### src/shared/tsc_pkg.sv
`default_nettype none
package tsc_pkg;
    // APB byte offsets
    localparam logic [7:0] TSC_OFS_TEMP   = 8'h00;
    localparam logic [7:0] TSC_OFS_CFG    = 8'h04;
    localparam logic [7:0] TSC_OFS_HYST   = 8'h08;
    localparam logic [7:0] TSC_OFS_OVT    = 8'h0c;
    localparam logic [7:0] TSC_OFS_RAW    = 8'h10;
    localparam logic [7:0] TSC_OFS_IRQST  = 8'h14;
    localparam logic [7:0] TSC_OFS_IRQMSK = 8'h18;
    // Configuration field positions
    localparam int TSC_CFG_SHDN   = 0;
    localparam int TSC_CFG_INTMD  = 1;
    localparam int TSC_CFG_POL    = 2;
    localparam int TSC_CFG_FQ_LO  = 3;
    localparam int TSC_CFG_FQ_HI  = 4;
    localparam int TSC_CFG_FMT    = 5;
    localparam int TSC_CFG_TODIS  = 6;
    localparam int TSC_CFG_ONESH  = 7;
    // Interrupt status bit positions
    localparam int TSC_IRQ_CONV   = 0;
    localparam int TSC_IRQ_ALARM  = 1;
    localparam int TSC_IRQ_TOUT   = 2;
    // Reset values
    localparam logic [7:0]  TSC_CFG_RST_NOPIN = 8'h00;
    localparam logic [7:0]  TSC_CFG_RST_PIN   = 8'h40;
    localparam logic [15:0] TSC_HYST_RST      = 16'h4b00;
    localparam logic [15:0] TSC_OVT_RST       = 16'h5000;
    localparam logic [15:0] TSC_TEMP_RST      = 16'h0000;
    // Extended format offset of 64 degrees in 1/256 units
    localparam logic [15:0] TSC_EXT_OFS       = 16'h4000;
    // Timing
    localparam int TSC_CLK_MHZ      = 100;
    localparam int TSC_TOUT_MS      = 50;
    localparam int TSC_TOUT_CYC     = TSC_TOUT_MS * 1000 * 1000 / 1000 * TSC_CLK_MHZ;
    localparam int TSC_CONV_CYC_DEF = 64;
    // Fault counts per queue code
    localparam logic [2:0] TSC_FQ_N0 = 3'h1;
    localparam logic [2:0] TSC_FQ_N1 = 3'h2;
    localparam logic [2:0] TSC_FQ_N2 = 3'h4;
    localparam logic [2:0] TSC_FQ_N3 = 3'h6;
endpackage : tsc_pkg
`default_nettype wire

### src/rtl/tsc_sync.sv
`default_nettype none
module tsc_sync
    import tsc_pkg::*;
(
    // Clock and reset
    input  wire logic pclk,
    input  wire logic presetn,
    input  wire logic clk_en,
    // Asynchronous level in, synchronous level out
    input  wire logic din,
    output logic      dout
);
    logic meta_r;
    logic meta_nxt;
    logic sync_r;
    logic sync_nxt;

    // Two stage chain; only the second stage is visible
    always_comb begin
        meta_nxt = clk_en ? din : meta_r;
        sync_nxt = clk_en ? meta_r : sync_r;
    end

    always_ff @(posedge pclk or negedge presetn) begin
        if (!presetn) begin
            meta_r <= 1'b1;
            sync_r <= 1'b1;
        end else begin
            meta_r <= meta_nxt;
            sync_r <= sync_nxt;
        end
    end

    assign dout = sync_r;
endmodule : tsc_sync
`default_nettype wire

### src/rtl/tsc_fault_queue.sv
`default_nettype none
module tsc_fault_queue
    import tsc_pkg::*;
(
    // Clock and reset
    input  wire logic       pclk,
    input  wire logic       presetn,
    input  wire logic       clk_en,
    // Conversion results
    input  wire logic       conv_done,
    input  wire logic       fault,
    input  wire logic [1:0] fq_code,
    // Trip when enough consecutive faults seen
    output logic            tripped
);
    logic [2:0] cnt_r;
    logic [2:0] cnt_nxt;
    logic [2:0] need;

    // Decode fault count; restart on a clean conversion or after a trip
    always_comb begin
        unique case (fq_code)
            2'b00: need = TSC_FQ_N0;
            2'b01: need = TSC_FQ_N1;
            2'b10: need = TSC_FQ_N2;
            2'b11: need = TSC_FQ_N3;
        endcase
        cnt_nxt = cnt_r;
        if (clk_en && conv_done) begin
            if (!fault || tripped)
                cnt_nxt = 3'h0;
            else if (cnt_r < need)
                cnt_nxt = cnt_r + 3'h1;
        end
    end

    always_ff @(posedge pclk or negedge presetn) begin
        if (!presetn)
            cnt_r <= 3'h0;
        else
            cnt_r <= cnt_nxt;
    end

    // The finishing conversion counts too, so the n-th fault in a row trips
    assign tripped = fault && (cnt_r + 3'h1 >= need);
endmodule : tsc_fault_queue
`default_nettype wire

### src/rtl/tsc_config_ctrl.sv
// Overview of operation
// - Fault queue code 00,01,10,11 demands 1,2,4,6 faults.
// - Format bit set selects the extended format for result and thresholds.
// - Extended format reports code equal to temperature minus 64 degrees.
// - Format change takes effect only after the next conversion completes.
// - Timeout disable bit set turns off bus timeout detection.
// - With timeout enabled, data held low beyond 50 ms resets interface.
// - One-shot in shutdown starts one conversion, then back to shutdown.
// - One-shot bit clears itself when the triggered conversion completes.
// - One-shot written outside shutdown is ignored.
// - Reset defaults: comparator, active-low, one fault, normal, variant timeout.
// - Reset input low restores interface and all registers to defaults.
// - Alarm trips only after configured consecutive faults; clean conversion restarts.
// - Shutdown bit waits for conversion end; clearing starts a conversion.
// - Mode bit selects comparator or latched interrupt alarm behaviour.
// - Polarity bit: 0 active-low alarm, 1 active-high alarm.
//
// The APB register port and the register offsets were left to the implementer.
`default_nettype none
module tsc_config_ctrl
    import tsc_pkg::*;
#(
    parameter bit HAS_RESET_PIN = 1'b1,
    parameter int TOUT_CYC      = TSC_TOUT_CYC,
    parameter int CONV_CYC      = TSC_CONV_CYC_DEF
)(
    // Clock, reset, enable
    input  wire logic        pclk,
    input  wire logic        presetn,
    input  wire logic        clk_en,
    // APB slave
    input  wire logic        psel,
    input  wire logic        penable,
    input  wire logic        pwrite,
    input  wire logic [7:0]  paddr,
    input  wire logic [31:0] pwdata,
    output logic [31:0]      prdata,
    output logic             pready,
    output logic             pslverr,
    // Converter interface
    input  wire logic [15:0] adc_temp,
    input  wire logic        adc_done,
    output logic             adc_start,
    // Serial bus data line, seen from outside
    input  wire logic        sda_in,
    output logic             bus_if_reset,
    // Alarm pin, open drain: oe low pulls low
    output logic             overtemp_alarm_output,
    output logic             overtemp_alarm_oe_n,
    // Interrupt
    output logic             irq
);
    initial begin
        if (TOUT_CYC < 1 || CONV_CYC < 1)
            $error("tsc_config_ctrl: counts must be positive");
    end

    localparam logic [7:0] CFG_RST = HAS_RESET_PIN ? TSC_CFG_RST_PIN : TSC_CFG_RST_NOPIN;

    // Register state
    logic [7:0]  cfg_r,     cfg_nxt;
    logic [15:0] hyst_r,    hyst_nxt;
    logic [15:0] ovt_r,     ovt_nxt;
    logic [15:0] temp_r,    temp_nxt;
    logic        fmt_act_r, fmt_act_nxt;
    logic [2:0]  irqst_r,   irqst_nxt;
    logic [2:0]  irqmsk_r,  irqmsk_nxt;
    // Conversion sequencer
    typedef enum logic [1:0] {TSC_IDLE, TSC_CONV, TSC_SHUT} tsc_state_t;
    tsc_state_t  st_r, st_nxt;
    logic [31:0] cc_r, cc_nxt;
    logic        oneshot_r, oneshot_nxt;
    // Alarm state
    logic        alarm_r, alarm_nxt;
    logic        armed_hi_r, armed_hi_nxt;
    // Timeout
    logic [31:0] to_r, to_nxt;
    logic        tout_pulse;
    logic        sda_s;
    logic        tripped;
    logic        fault;
    logic        conv_end;
    logic        wr_en, rd_en;
    logic [15:0] t_code;
    logic signed [16:0] t_s, hyst_s, ovt_s;

    tsc_sync u_sda_sync (
        .pclk    (pclk),
        .presetn (presetn),
        .clk_en  (clk_en),
        .din     (sda_in),
        .dout    (sda_s)
    );

    // Fresh code and thresholds compared in a common 17-bit scale
    always_comb begin
        t_s    = fmt_act_r ? $signed({t_code[15], t_code}) + 17'sh04000
                           : $signed({t_code[15], t_code});
        hyst_s = fmt_act_r ? $signed({hyst_r[15], hyst_r}) + 17'sh04000
                           : $signed({hyst_r[15], hyst_r});
        ovt_s  = fmt_act_r ? $signed({ovt_r[15], ovt_r}) + 17'sh04000
                           : $signed({ovt_r[15], ovt_r});
    end

    assign conv_end = clk_en && (st_r == TSC_CONV) && (cc_r == 32'h0 || adc_done);

    // Comparator mode: fault is over threshold while alarm low, under hysteresis while high; interrupt mode picks by armed_hi_r
    always_comb begin
        if (!cfg_r[TSC_CFG_INTMD])
            fault = alarm_r ? (t_s < hyst_s) : (t_s > ovt_s);
        else
            fault = armed_hi_r ? (t_s > ovt_s) : (t_s < hyst_s);
    end

    tsc_fault_queue u_fq (
        .pclk      (pclk),
        .presetn   (presetn),
        .clk_en    (clk_en),
        .conv_done (conv_end),
        .fault     (fault),
        .fq_code   ({cfg_r[TSC_CFG_FQ_HI], cfg_r[TSC_CFG_FQ_LO]}),
        .tripped   (tripped)
    );

    assign wr_en  = clk_en && psel && penable && pwrite;
    assign rd_en  = clk_en && psel && penable && !pwrite;
    // Held off while frozen so no write is silently dropped
    assign pready = clk_en;
    assign pslverr = psel && penable && (paddr[1:0] != 2'b00 || paddr > TSC_OFS_IRQMSK);

    // Converted code: extended format stores temperature minus 64 degrees
    always_comb begin
        t_code = fmt_act_r ? adc_temp - TSC_EXT_OFS : adc_temp;
    end

    // Register file, conversion and alarm next state
    always_comb begin
        cfg_nxt      = cfg_r;
        hyst_nxt     = hyst_r;
        ovt_nxt      = ovt_r;
        temp_nxt     = temp_r;
        fmt_act_nxt  = fmt_act_r;
        irqst_nxt    = irqst_r;
        irqmsk_nxt   = irqmsk_r;
        st_nxt       = st_r;
        cc_nxt       = cc_r;
        oneshot_nxt  = oneshot_r;
        alarm_nxt    = alarm_r;
        armed_hi_nxt = armed_hi_r;
        to_nxt       = to_r;
        adc_start    = 1'b0;
        tout_pulse   = 1'b0;
        if (clk_en) begin
            // Clear on write one happens first so a same-cycle set wins
            if (wr_en && paddr == TSC_OFS_IRQST)
                irqst_nxt = irqst_r & ~pwdata[2:0];
            if (wr_en && paddr == TSC_OFS_IRQMSK)
                irqmsk_nxt = pwdata[2:0];
            if (wr_en && paddr == TSC_OFS_HYST)
                hyst_nxt = pwdata[15:0];
            if (wr_en && paddr == TSC_OFS_OVT)
                ovt_nxt = pwdata[15:0];
            if (wr_en && paddr == TSC_OFS_CFG) begin
                cfg_nxt = {oneshot_r, pwdata[6:0]};
                if (pwdata[TSC_CFG_ONESH] && st_r == TSC_SHUT && cfg_r[TSC_CFG_SHDN]) begin
                    oneshot_nxt = 1'b1;
                    cfg_nxt[TSC_CFG_ONESH] = 1'b1;
                end
            end
            // Any register read releases a latched interrupt-mode alarm
            if (rd_en && cfg_r[TSC_CFG_INTMD] && alarm_r) begin
                alarm_nxt    = 1'b0;
                armed_hi_nxt = !armed_hi_r;
            end
            // Sequencer
            unique case (st_r)
                TSC_IDLE: begin
                    if (cfg_r[TSC_CFG_SHDN]) begin
                        st_nxt = TSC_SHUT;
                    end else begin
                        st_nxt    = TSC_CONV;
                        cc_nxt    = CONV_CYC;
                        adc_start = 1'b1;
                    end
                end
                TSC_CONV: begin
                    cc_nxt = (cc_r == 32'h0) ? 32'h0 : cc_r - 32'h1;
                    if (conv_end) begin
                        temp_nxt    = t_code;
                        fmt_act_nxt = cfg_r[TSC_CFG_FMT];
                        irqst_nxt[TSC_IRQ_CONV] = 1'b1;
                        if (oneshot_r) begin
                            oneshot_nxt = 1'b0;
                            cfg_nxt[TSC_CFG_ONESH] = 1'b0;
                            st_nxt = TSC_SHUT;
                        end else begin
                            st_nxt = TSC_IDLE;
                        end
                        if (tripped && fault && !alarm_r) begin
                            alarm_nxt = 1'b1;
                            irqst_nxt[TSC_IRQ_ALARM] = 1'b1;
                        end else if (!cfg_r[TSC_CFG_INTMD] && alarm_r && tripped && fault)
                            alarm_nxt = 1'b0;
                    end
                end
                TSC_SHUT: begin
                    if (cfg_r[TSC_CFG_INTMD]) begin
                        alarm_nxt    = 1'b0;
                        armed_hi_nxt = 1'b1;
                    end
                    if (oneshot_r) begin
                        st_nxt    = TSC_CONV;
                        cc_nxt    = CONV_CYC;
                        adc_start = 1'b1;
                    end else if (!cfg_r[TSC_CFG_SHDN]) begin
                        st_nxt = TSC_IDLE;
                    end
                end
                default: st_nxt = TSC_IDLE;
            endcase
            // Bus timeout watchdog on the data line
            if (cfg_r[TSC_CFG_TODIS] || sda_s) begin
                to_nxt = 32'h0;
            end else if (to_r >= TOUT_CYC) begin
                to_nxt     = 32'h0;
                tout_pulse = 1'b1;
                irqst_nxt[TSC_IRQ_TOUT] = 1'b1;
            end else begin
                to_nxt = to_r + 32'h1;
            end
        end
    end

    // Every register returns to its power-on value on reset
    always_ff @(posedge pclk or negedge presetn) begin
        if (!presetn) begin
            cfg_r      <= CFG_RST;
            hyst_r     <= TSC_HYST_RST;
            ovt_r      <= TSC_OVT_RST;
            temp_r     <= TSC_TEMP_RST;
            fmt_act_r  <= 1'b0;
            irqst_r    <= 3'h0;
            irqmsk_r   <= 3'h0;
            st_r       <= TSC_IDLE;
            cc_r       <= 32'h0;
            oneshot_r  <= 1'b0;
            alarm_r    <= 1'b0;
            armed_hi_r <= 1'b1;
            to_r       <= 32'h0;
        end else begin
            cfg_r      <= cfg_nxt;
            hyst_r     <= hyst_nxt;
            ovt_r      <= ovt_nxt;
            temp_r     <= temp_nxt;
            fmt_act_r  <= fmt_act_nxt;
            irqst_r    <= irqst_nxt;
            irqmsk_r   <= irqmsk_nxt;
            st_r       <= st_nxt;
            cc_r       <= cc_nxt;
            oneshot_r  <= oneshot_nxt;
            alarm_r    <= alarm_nxt;
            armed_hi_r <= armed_hi_nxt;
            to_r       <= to_nxt;
        end
    end

    // Interface reset pulse, registered to keep it glitch free
    logic bir_r;
    always_ff @(posedge pclk or negedge presetn) begin
        if (!presetn)
            bir_r <= 1'b1;
        else if (clk_en)
            bir_r <= tout_pulse;
    end
    assign bus_if_reset = bir_r;

    // Read mux; one-shot bit reflects the running conversion
    always_comb begin
        prdata = 32'h0;
        if (psel && !pwrite) begin
            unique case (paddr)
                TSC_OFS_TEMP:   prdata = {16'h0, temp_r};
                TSC_OFS_CFG:    prdata = {24'h0, oneshot_r, cfg_r[6:0]};
                TSC_OFS_HYST:   prdata = {16'h0, hyst_r};
                TSC_OFS_OVT:    prdata = {16'h0, ovt_r};
                TSC_OFS_RAW:    prdata = {30'h0, st_r};
                TSC_OFS_IRQST:  prdata = {29'h0, irqst_r};
                TSC_OFS_IRQMSK: prdata = {29'h0, irqmsk_r};
                default:        prdata = 32'h0;
            endcase
        end
    end

    // Open-drain alarm pin: the asserted level follows the polarity bit
    assign overtemp_alarm_output = 1'b0;
    assign overtemp_alarm_oe_n   = (alarm_r ^ !cfg_r[TSC_CFG_POL]);
    assign irq = |(irqst_r & irqmsk_r);
endmodule : tsc_config_ctrl
`default_nettype wire

### config.mk
export PLATFORM = sky130hd
export DESIGN_NAME = tsc_config_ctrl
export DESIGN_NICKNAME = d
export VERILOG_FILES = /design/src/shared/tsc_pkg.sv /design/src/rtl/tsc_sync.sv /design/src/rtl/tsc_fault_queue.sv /design/src/rtl/tsc_config_ctrl.sv
export SDC_FILE = /design/constraint.sdc
export NUM_CORES = 1
export LEC_CHECK = 0
export ABC_AREA = 0
export BUFFER_PORTS_ARGS = -buffer_cell sky130_fd_sc_hd__buf_2
export CAP_MARGIN = 40
export CELL_PAD_IN_SITES_DETAIL_PLACEMENT = 0
export CELL_PAD_IN_SITES_GLOBAL_PLACEMENT = 1
export CORE_UTILIZATION = 48
export CTS_CLUSTER_SIZE = 28
export DETAILED_ROUTE_END_ITERATION = 12
export PLACE_DENSITY_LB_ADDON = 0.1
export RECOVER_POWER = 100
export SLEW_MARGIN = 20
export SYNTH_ARGS = -nofsm -noshare
export SYNTH_HDL_FRONTEND = slang
export SYNTH_SLANG_ARGS = --single-unit
### constraint.sdc
create_clock -name pclk -period 7 [get_ports pclk]
set_input_delay 0.35 -clock pclk [delete_from_list [all_inputs] [get_ports pclk]]
set_output_delay 0.35 -clock pclk [all_outputs]
set_load 0.01 [all_outputs]
After elaboration in Yosys (flattened, before gate mapping). Cells that the tools add are included.

$add $sub $neg: 7. $lt $le $gt $ge: 6. Equality and inequality tests: 15. Mux-type cells: 50. Bitwise logic cells: 4. Reduce and logical (&&, ||, !) cells: 51.

Operator list (number): 32-bit two-way mux (6); 16-bit one-hot mux with 7 select lines (1); 32-bit one-hot mux with 3 select lines (1); 16-bit by 16-bit adder with 17-bit output, second input constant (3); 17-bit two-way mux (3); 32-bit by 1-bit adder with 32-bit output, second input constant (1); 32-bit by 23-bit greater-or-equal comparator with 1-bit output, second input constant (1); 32-bit zero test (1); 32-bit by 1-bit subtractor with 32-bit output, second input constant (1); 1-bit logical AND (25); 8-bit by 5-bit == test with 1-bit output, second input constant (3); 1-bit two-way mux (24); 17-bit > comparator (1); 17-bit less-than comparator (1); 8-bit by 4-bit == test with 1-bit output, second input constant (2); 16-bit two-way mux (1); 16-bit by 15-bit subtractor with 16-bit output, second input constant (1); 2-bit two-way mux (7); 3-bit one-hot mux with 4 select lines (1); 2-bit AND reduction (5); 3-bit two-way mux (3); 8-bit by 3-bit == test with 1-bit output, second input constant (1); 8-bit by 5-bit > comparator with 1-bit output, second input constant (1); 8-bit zero test (1); other kinds (21) (38).

Bits in registers: 137. Input port bits: 64. Output and inout bits: 39. Logic and storage cells: 150.

Longest topological paths before layout.
Word-level depth: 14. Depth in mapped cells: 14. Gate-level depth less buffers: 13.

Cells and area by module. A second synthesis with hierarchy kept.

Cell total of the unflattened synthesis: 820. Area, all modules: 8175.3 um^2.

Modules (own cells, without submodules): tsc_config_ctrl (instances 1, cells each 779, area an instance 7777.5 um^2, seq. area each 3314.4 um^2); tsc_fault_queue (instances 1, cells each 37, area an instance 322.8 um^2, seq. area each 75.1 um^2); tsc_sync (instances 1, cells each 4, area an instance 75.1 um^2, seq. area each 52.6 um^2).

Least setup slack after synthesis. Ideal clock, no wire load.

Path type: input to register. From: input adc_temp[14]. To: register u_fq.cnt_r[1]. Library setup time: 0.134 ns. Data arrival time: 2.955 ns. Data required time: 6.866 ns. Path slack: 3.912 ns. Cell stages on the path: 13. Path buffers: 1. Cell sequence: nand2b_1 xnor2_1 ha_1 o21ai_0 ha_1 and3_1 and4b_1 o41ai_1 nor3b_1 or4_1 clkbuf_1 a41oi_1 o22ai_1.

Cells in the longest elaborated chain, start to end: 11. Elaborated cells between the ends (all ways): 15. Classes of those cells: add/sub: 2; order compare: 2; mux: 6; reduce/logical: 5.

RTL lines: start: declaration (line tsc_config_ctrl.sv:41) `input wire logic [15:0] adc_temp,`; 16-bit by 15-bit subtractor with 16-bit output (line tsc_config_ctrl.sv:133) `t_code = fmt_act_r ? adc_temp - TSC_EXT_OFS : adc_temp;`; 16-bit two-way mux * (line tsc_config_ctrl.sv:133); 16-bit by 16-bit adder with 17-bit output (line tsc_config_ctrl.sv:97) `t_s = fmt_act_r ? $signed({t_code[15], t_code}) + 17'sh04000`; 17-bit two-way mux * (line tsc_config_ctrl.sv:97); 17-bit > comparator / 17-bit less-than comparator (equally long branches) (line tsc_config_ctrl.sv:110, tsc_config_ctrl.sv:112); 1-bit two-way mux (on tied branches) (line tsc_config_ctrl.sv:110, tsc_config_ctrl.sv:112); 1-bit two-way mux * (line tsc_config_ctrl.sv:109) `if (!cfg_r[TSC_CFG_INTMD])`; 1-bit zero test / 1-bit logical AND (equally long branches) (line tsc_fault_queue.sv:30, tsc_fault_queue.sv:45); 1-bit logical OR * (line tsc_fault_queue.sv:30) `if (!fault || tripped)`; 2-bit nonzero test (no line); 2-bit AND reduction (no line); end signal: assignment (line tsc_fault_queue.sv:41) `cnt_r <= cnt_nxt;`; end: declaration (line tsc_fault_queue.sv:16) `logic [2:0] cnt_r;`.

Every way passes the cells marked *; elsewhere a longest branch is shown, timed or not. A chain may end at the register's enable or synchronous reset.

==> results.yml <==
run_status:
  status: "complete, but fails checks"
  violations: "max-capacitance violations, max-slew violations"
global_routing:
  grt_pass1_vias: 6690
  grt_max_degree: 78
  antenna_found_initial: 0
  grt_use_total_pct: 24.3
  overflow: 0
  grt_pass1_wl_um: 33500
pwr:
  powerDensity_mw_per_mm2: 313
  p_leak_nw: 4.25
  ir_drop_v: 0.000191
  p_total_mw: 2.90
setup_path:
  reg2reg_depth: 12
  crit_chain: "dlygate4sd3_1 > clkbuf_1"
  r2r-end: "u_fq.cnt_r[1]"
  crit_fanout: 77
  worstReg2RegStart: "fmt_act_r"
  required_ns: 6.52
  worstSetupEndpointType: "asynchronous set/reset pin"
  r2r_slack_ns: 3.19
  worst-path-buf-inv: 2
  cp_top_family: "buffers and inverters"
  worstPathArrival_ns: 3.91
  cpMaxStageDelayCell: "clkbuf_1"
  startpoint_type: "input port"
  crit_type: "in2async"
  critPathMaxStageDelay_ns: 3.00
detailed_routing:
  wl_per_cell_um: 16.9
  drc_errors: 0
  wl_met2_um: 9840
  drt_iter0_markers: 392
  top_layer_used: "met4"
  detail-route-antenna-nets: 0
  vias_per_cell: 5.60
  met3_length_um: 805
  vias: 6644
  finalWirelength_um: 20100
  wl_met1_um: 9250
  dr.pass1.iters: 6
cells_and_area:
  area_delta_synth_final_pct: 13.6
  nNetsFinal: 1068
  diodes: 0
  fin_cells: 1186
  fin_util_pct: 55.7
  stdcell_area_sq_mm: 0.00924
  drive_gt1_share_pct: 14.6
clock_tree:
  cts_tree: "yes"
  cts_buffers: 17
  root_buffer: "clkbuf_16"
  clk_latency_ns: 0.43
  htreeDepth: 4
  clk_pin_slew_ns: 0.06
  cts.sinks: 137
  cts_buffer_depth: 2
placed_design:
  portBuffers: 69
  placed_area_sq_mm: 0.00863
  gp_congestion: 0.873
  dp_cells: 1152
  dp_hpwl_um: 14100
timing:
  setup_viol: 0
  finClkSkew_ns: 0.0124
  period_share_pct: 62.8
  slew-limit-headroom_pct: -186
  slew_violations: 184
  grt_setup_unrepaired: "no"
  worst_pin_slew_ns: 4.30
  fmax_ghz: 0.227
  fin_crit_ns: 4.40
  setup_tns_ns: 0
  hold_viol_final: 0
yosys:
  avgSynthCellArea_sq_um: 9.16
  synth_top_area_share_pct: 38.7
  yosysSeqAreaShare_pct: 42.3
  netlist_area_sq_mm: 0.00814
  synth_area_leaders: "dfrtp_1 (39%), ha_1 (7.8%), nand2_1 (6.3%)"
  synth_area_leader_cell: "dfrtp_1"
  ys_ff_latch: 137
  postSynth.asyncResetShare_pct: 100
  yosys-top-cells-count: "nand2_1 (136), dfrtp_1 (126), nor2_1 (83), o21ai_0 (74)"
  ys.flop_type: "dfrtp_1"
  synth.most_common_cell: "nand2_1"
  yosysWarnings: 0
  synthCells: 889
  ys_types: 67
  synth_edf_count: 0
hold_path:
  worstHoldEndpoint: "ovt_r[11]"
  min_path_type: "in2reg"
  hp-start: "pwdata[11]"
  hold_depth: 3
die:
  start_util_pct: 49.1
  rows: 47
  ios: 103
  die_area_sq_mm: 0.0175
  core_region_area_sq_mm: 0.0166
  die-height_um: 132
  die_w_um: 132
run:
  cap_violations: 4
[metrics by stage]
stage          setup WS (ns)  hold slack [ns]
2_1_floorplan           3.91           0.0544
3_3_place_gp            3.39            0.430
3_5_place_dp            3.30            0.444
4_1_cts                 3.26            0.130
5_1_grt                 1.64            0.148
6_report                2.60            0.145
[worst max-delay path by stage]
stage                                to    startpoint  slack (ns)  depth (start not counted)
after floorplan           u_fq.cnt_r[1]  adc_temp[14]        3.91                         13
after global placement    u_fq.cnt_r[1]     fmt_act_r        3.39                         12
after detailed placement  u_fq.cnt_r[1]     fmt_act_r        3.30                         12
after CTS                 u_fq.cnt_r[1]     fmt_act_r        3.26                         12
after global routing      u_fq.cnt_r[2]       presetn        1.64                          2
final                     u_fq.cnt_r[2]       presetn        2.60                          2
[sequential cells by signal (all words and copies together), names as in the netlist]
name and cells:
u_fq.cnt_r 3, cfg_r 7, to_r 32, irqst_r 3
oneshot_r 1, u_sda_sync.dout 1, bus_if_reset 1, fmt_act_r 1
u_sda_sync.meta_r 1, alarm_r 1, ovt_r 16, temp_r 16
st_r 2, cc_r 32, hyst_r 16, armed_hi_r 1
irqmsk_r 3
[placed cells by master (no fill, tap or decap), types with 14 or more instances in the layout]
master / netlist / final
clkbuf_16: 0 / 17
ha_1: 51 / 51
clkbuf_1: 24 / 30
xnor2_1: 20 / 20
buf_2: 3 / 47
dfrtp_1: 126 / 126
conb_1: 1 / 17
nor2_1: 83 / 82
mux2_2: 38 / 37
nor3_1: 17 / 18
a21oi_1: 30 / 30
nand4_1: 15 / 15
o21ai_0: 74 / 74
nand3_1: 14 / 14
nand2_1: 136 / 136
inv_1: 51 / 51
[power by group]
| part | internal, mW | switching [mW] | total (mW) |
|---|---|---|---|
| sequential | 0.938 | 0.133 | 1.07 |
| clock | 0.722 | 0.351 | 1.07 |
| combinational | 0.310 | 0.442 | 0.752 |
[logic make-up after synthesis]
| kind of cell | after synthesis | synth area share, % |
|---|---|---|
| other cells | 1 | 0.0461 |
| simple gates | 348 | 20.8 |
| compound gates | 178 | 13.8 |
| fa+ha+maj | 51 | 7.84 |
| mux | 47 | 6.67 |
| buf+inv | 101 | 5.72 |
| flops | 137 | 42.3 |
| xor+xnor | 26 | 2.80 |
[what timing repair did]
action	in CTS	in global routing
gates resized for setup	0	0
hold endpoints to repair	10	0
setup endpoints to repair	0	0
hold buffers	1	0
setup buffers	0	0
[final cells by class]
class	count	area, sq um
clock buffer	20	457
clock inverter	12	244
fill	1555	7340
inverter	51	191
multi-input combinational	667	4240
sequential	137	3440
tap	220	275
timing repair buffer	79	393
[routing by layer]
metal / vias to the layer above / GRT usage (%)
li1: 3217 / -
met1: 3265 / 32.1
met2: 143 / 40.5
met3: 19 / 5.11
met4: 0 / 6.13
met5: - / 0
[worst min-delay path, stage by stage]
cell and delay [ns]:
buf_2 0.09, nand2_1 0.04, o21ai_0 0.06
Note: power is estimated with default switching activity, not from simulation.
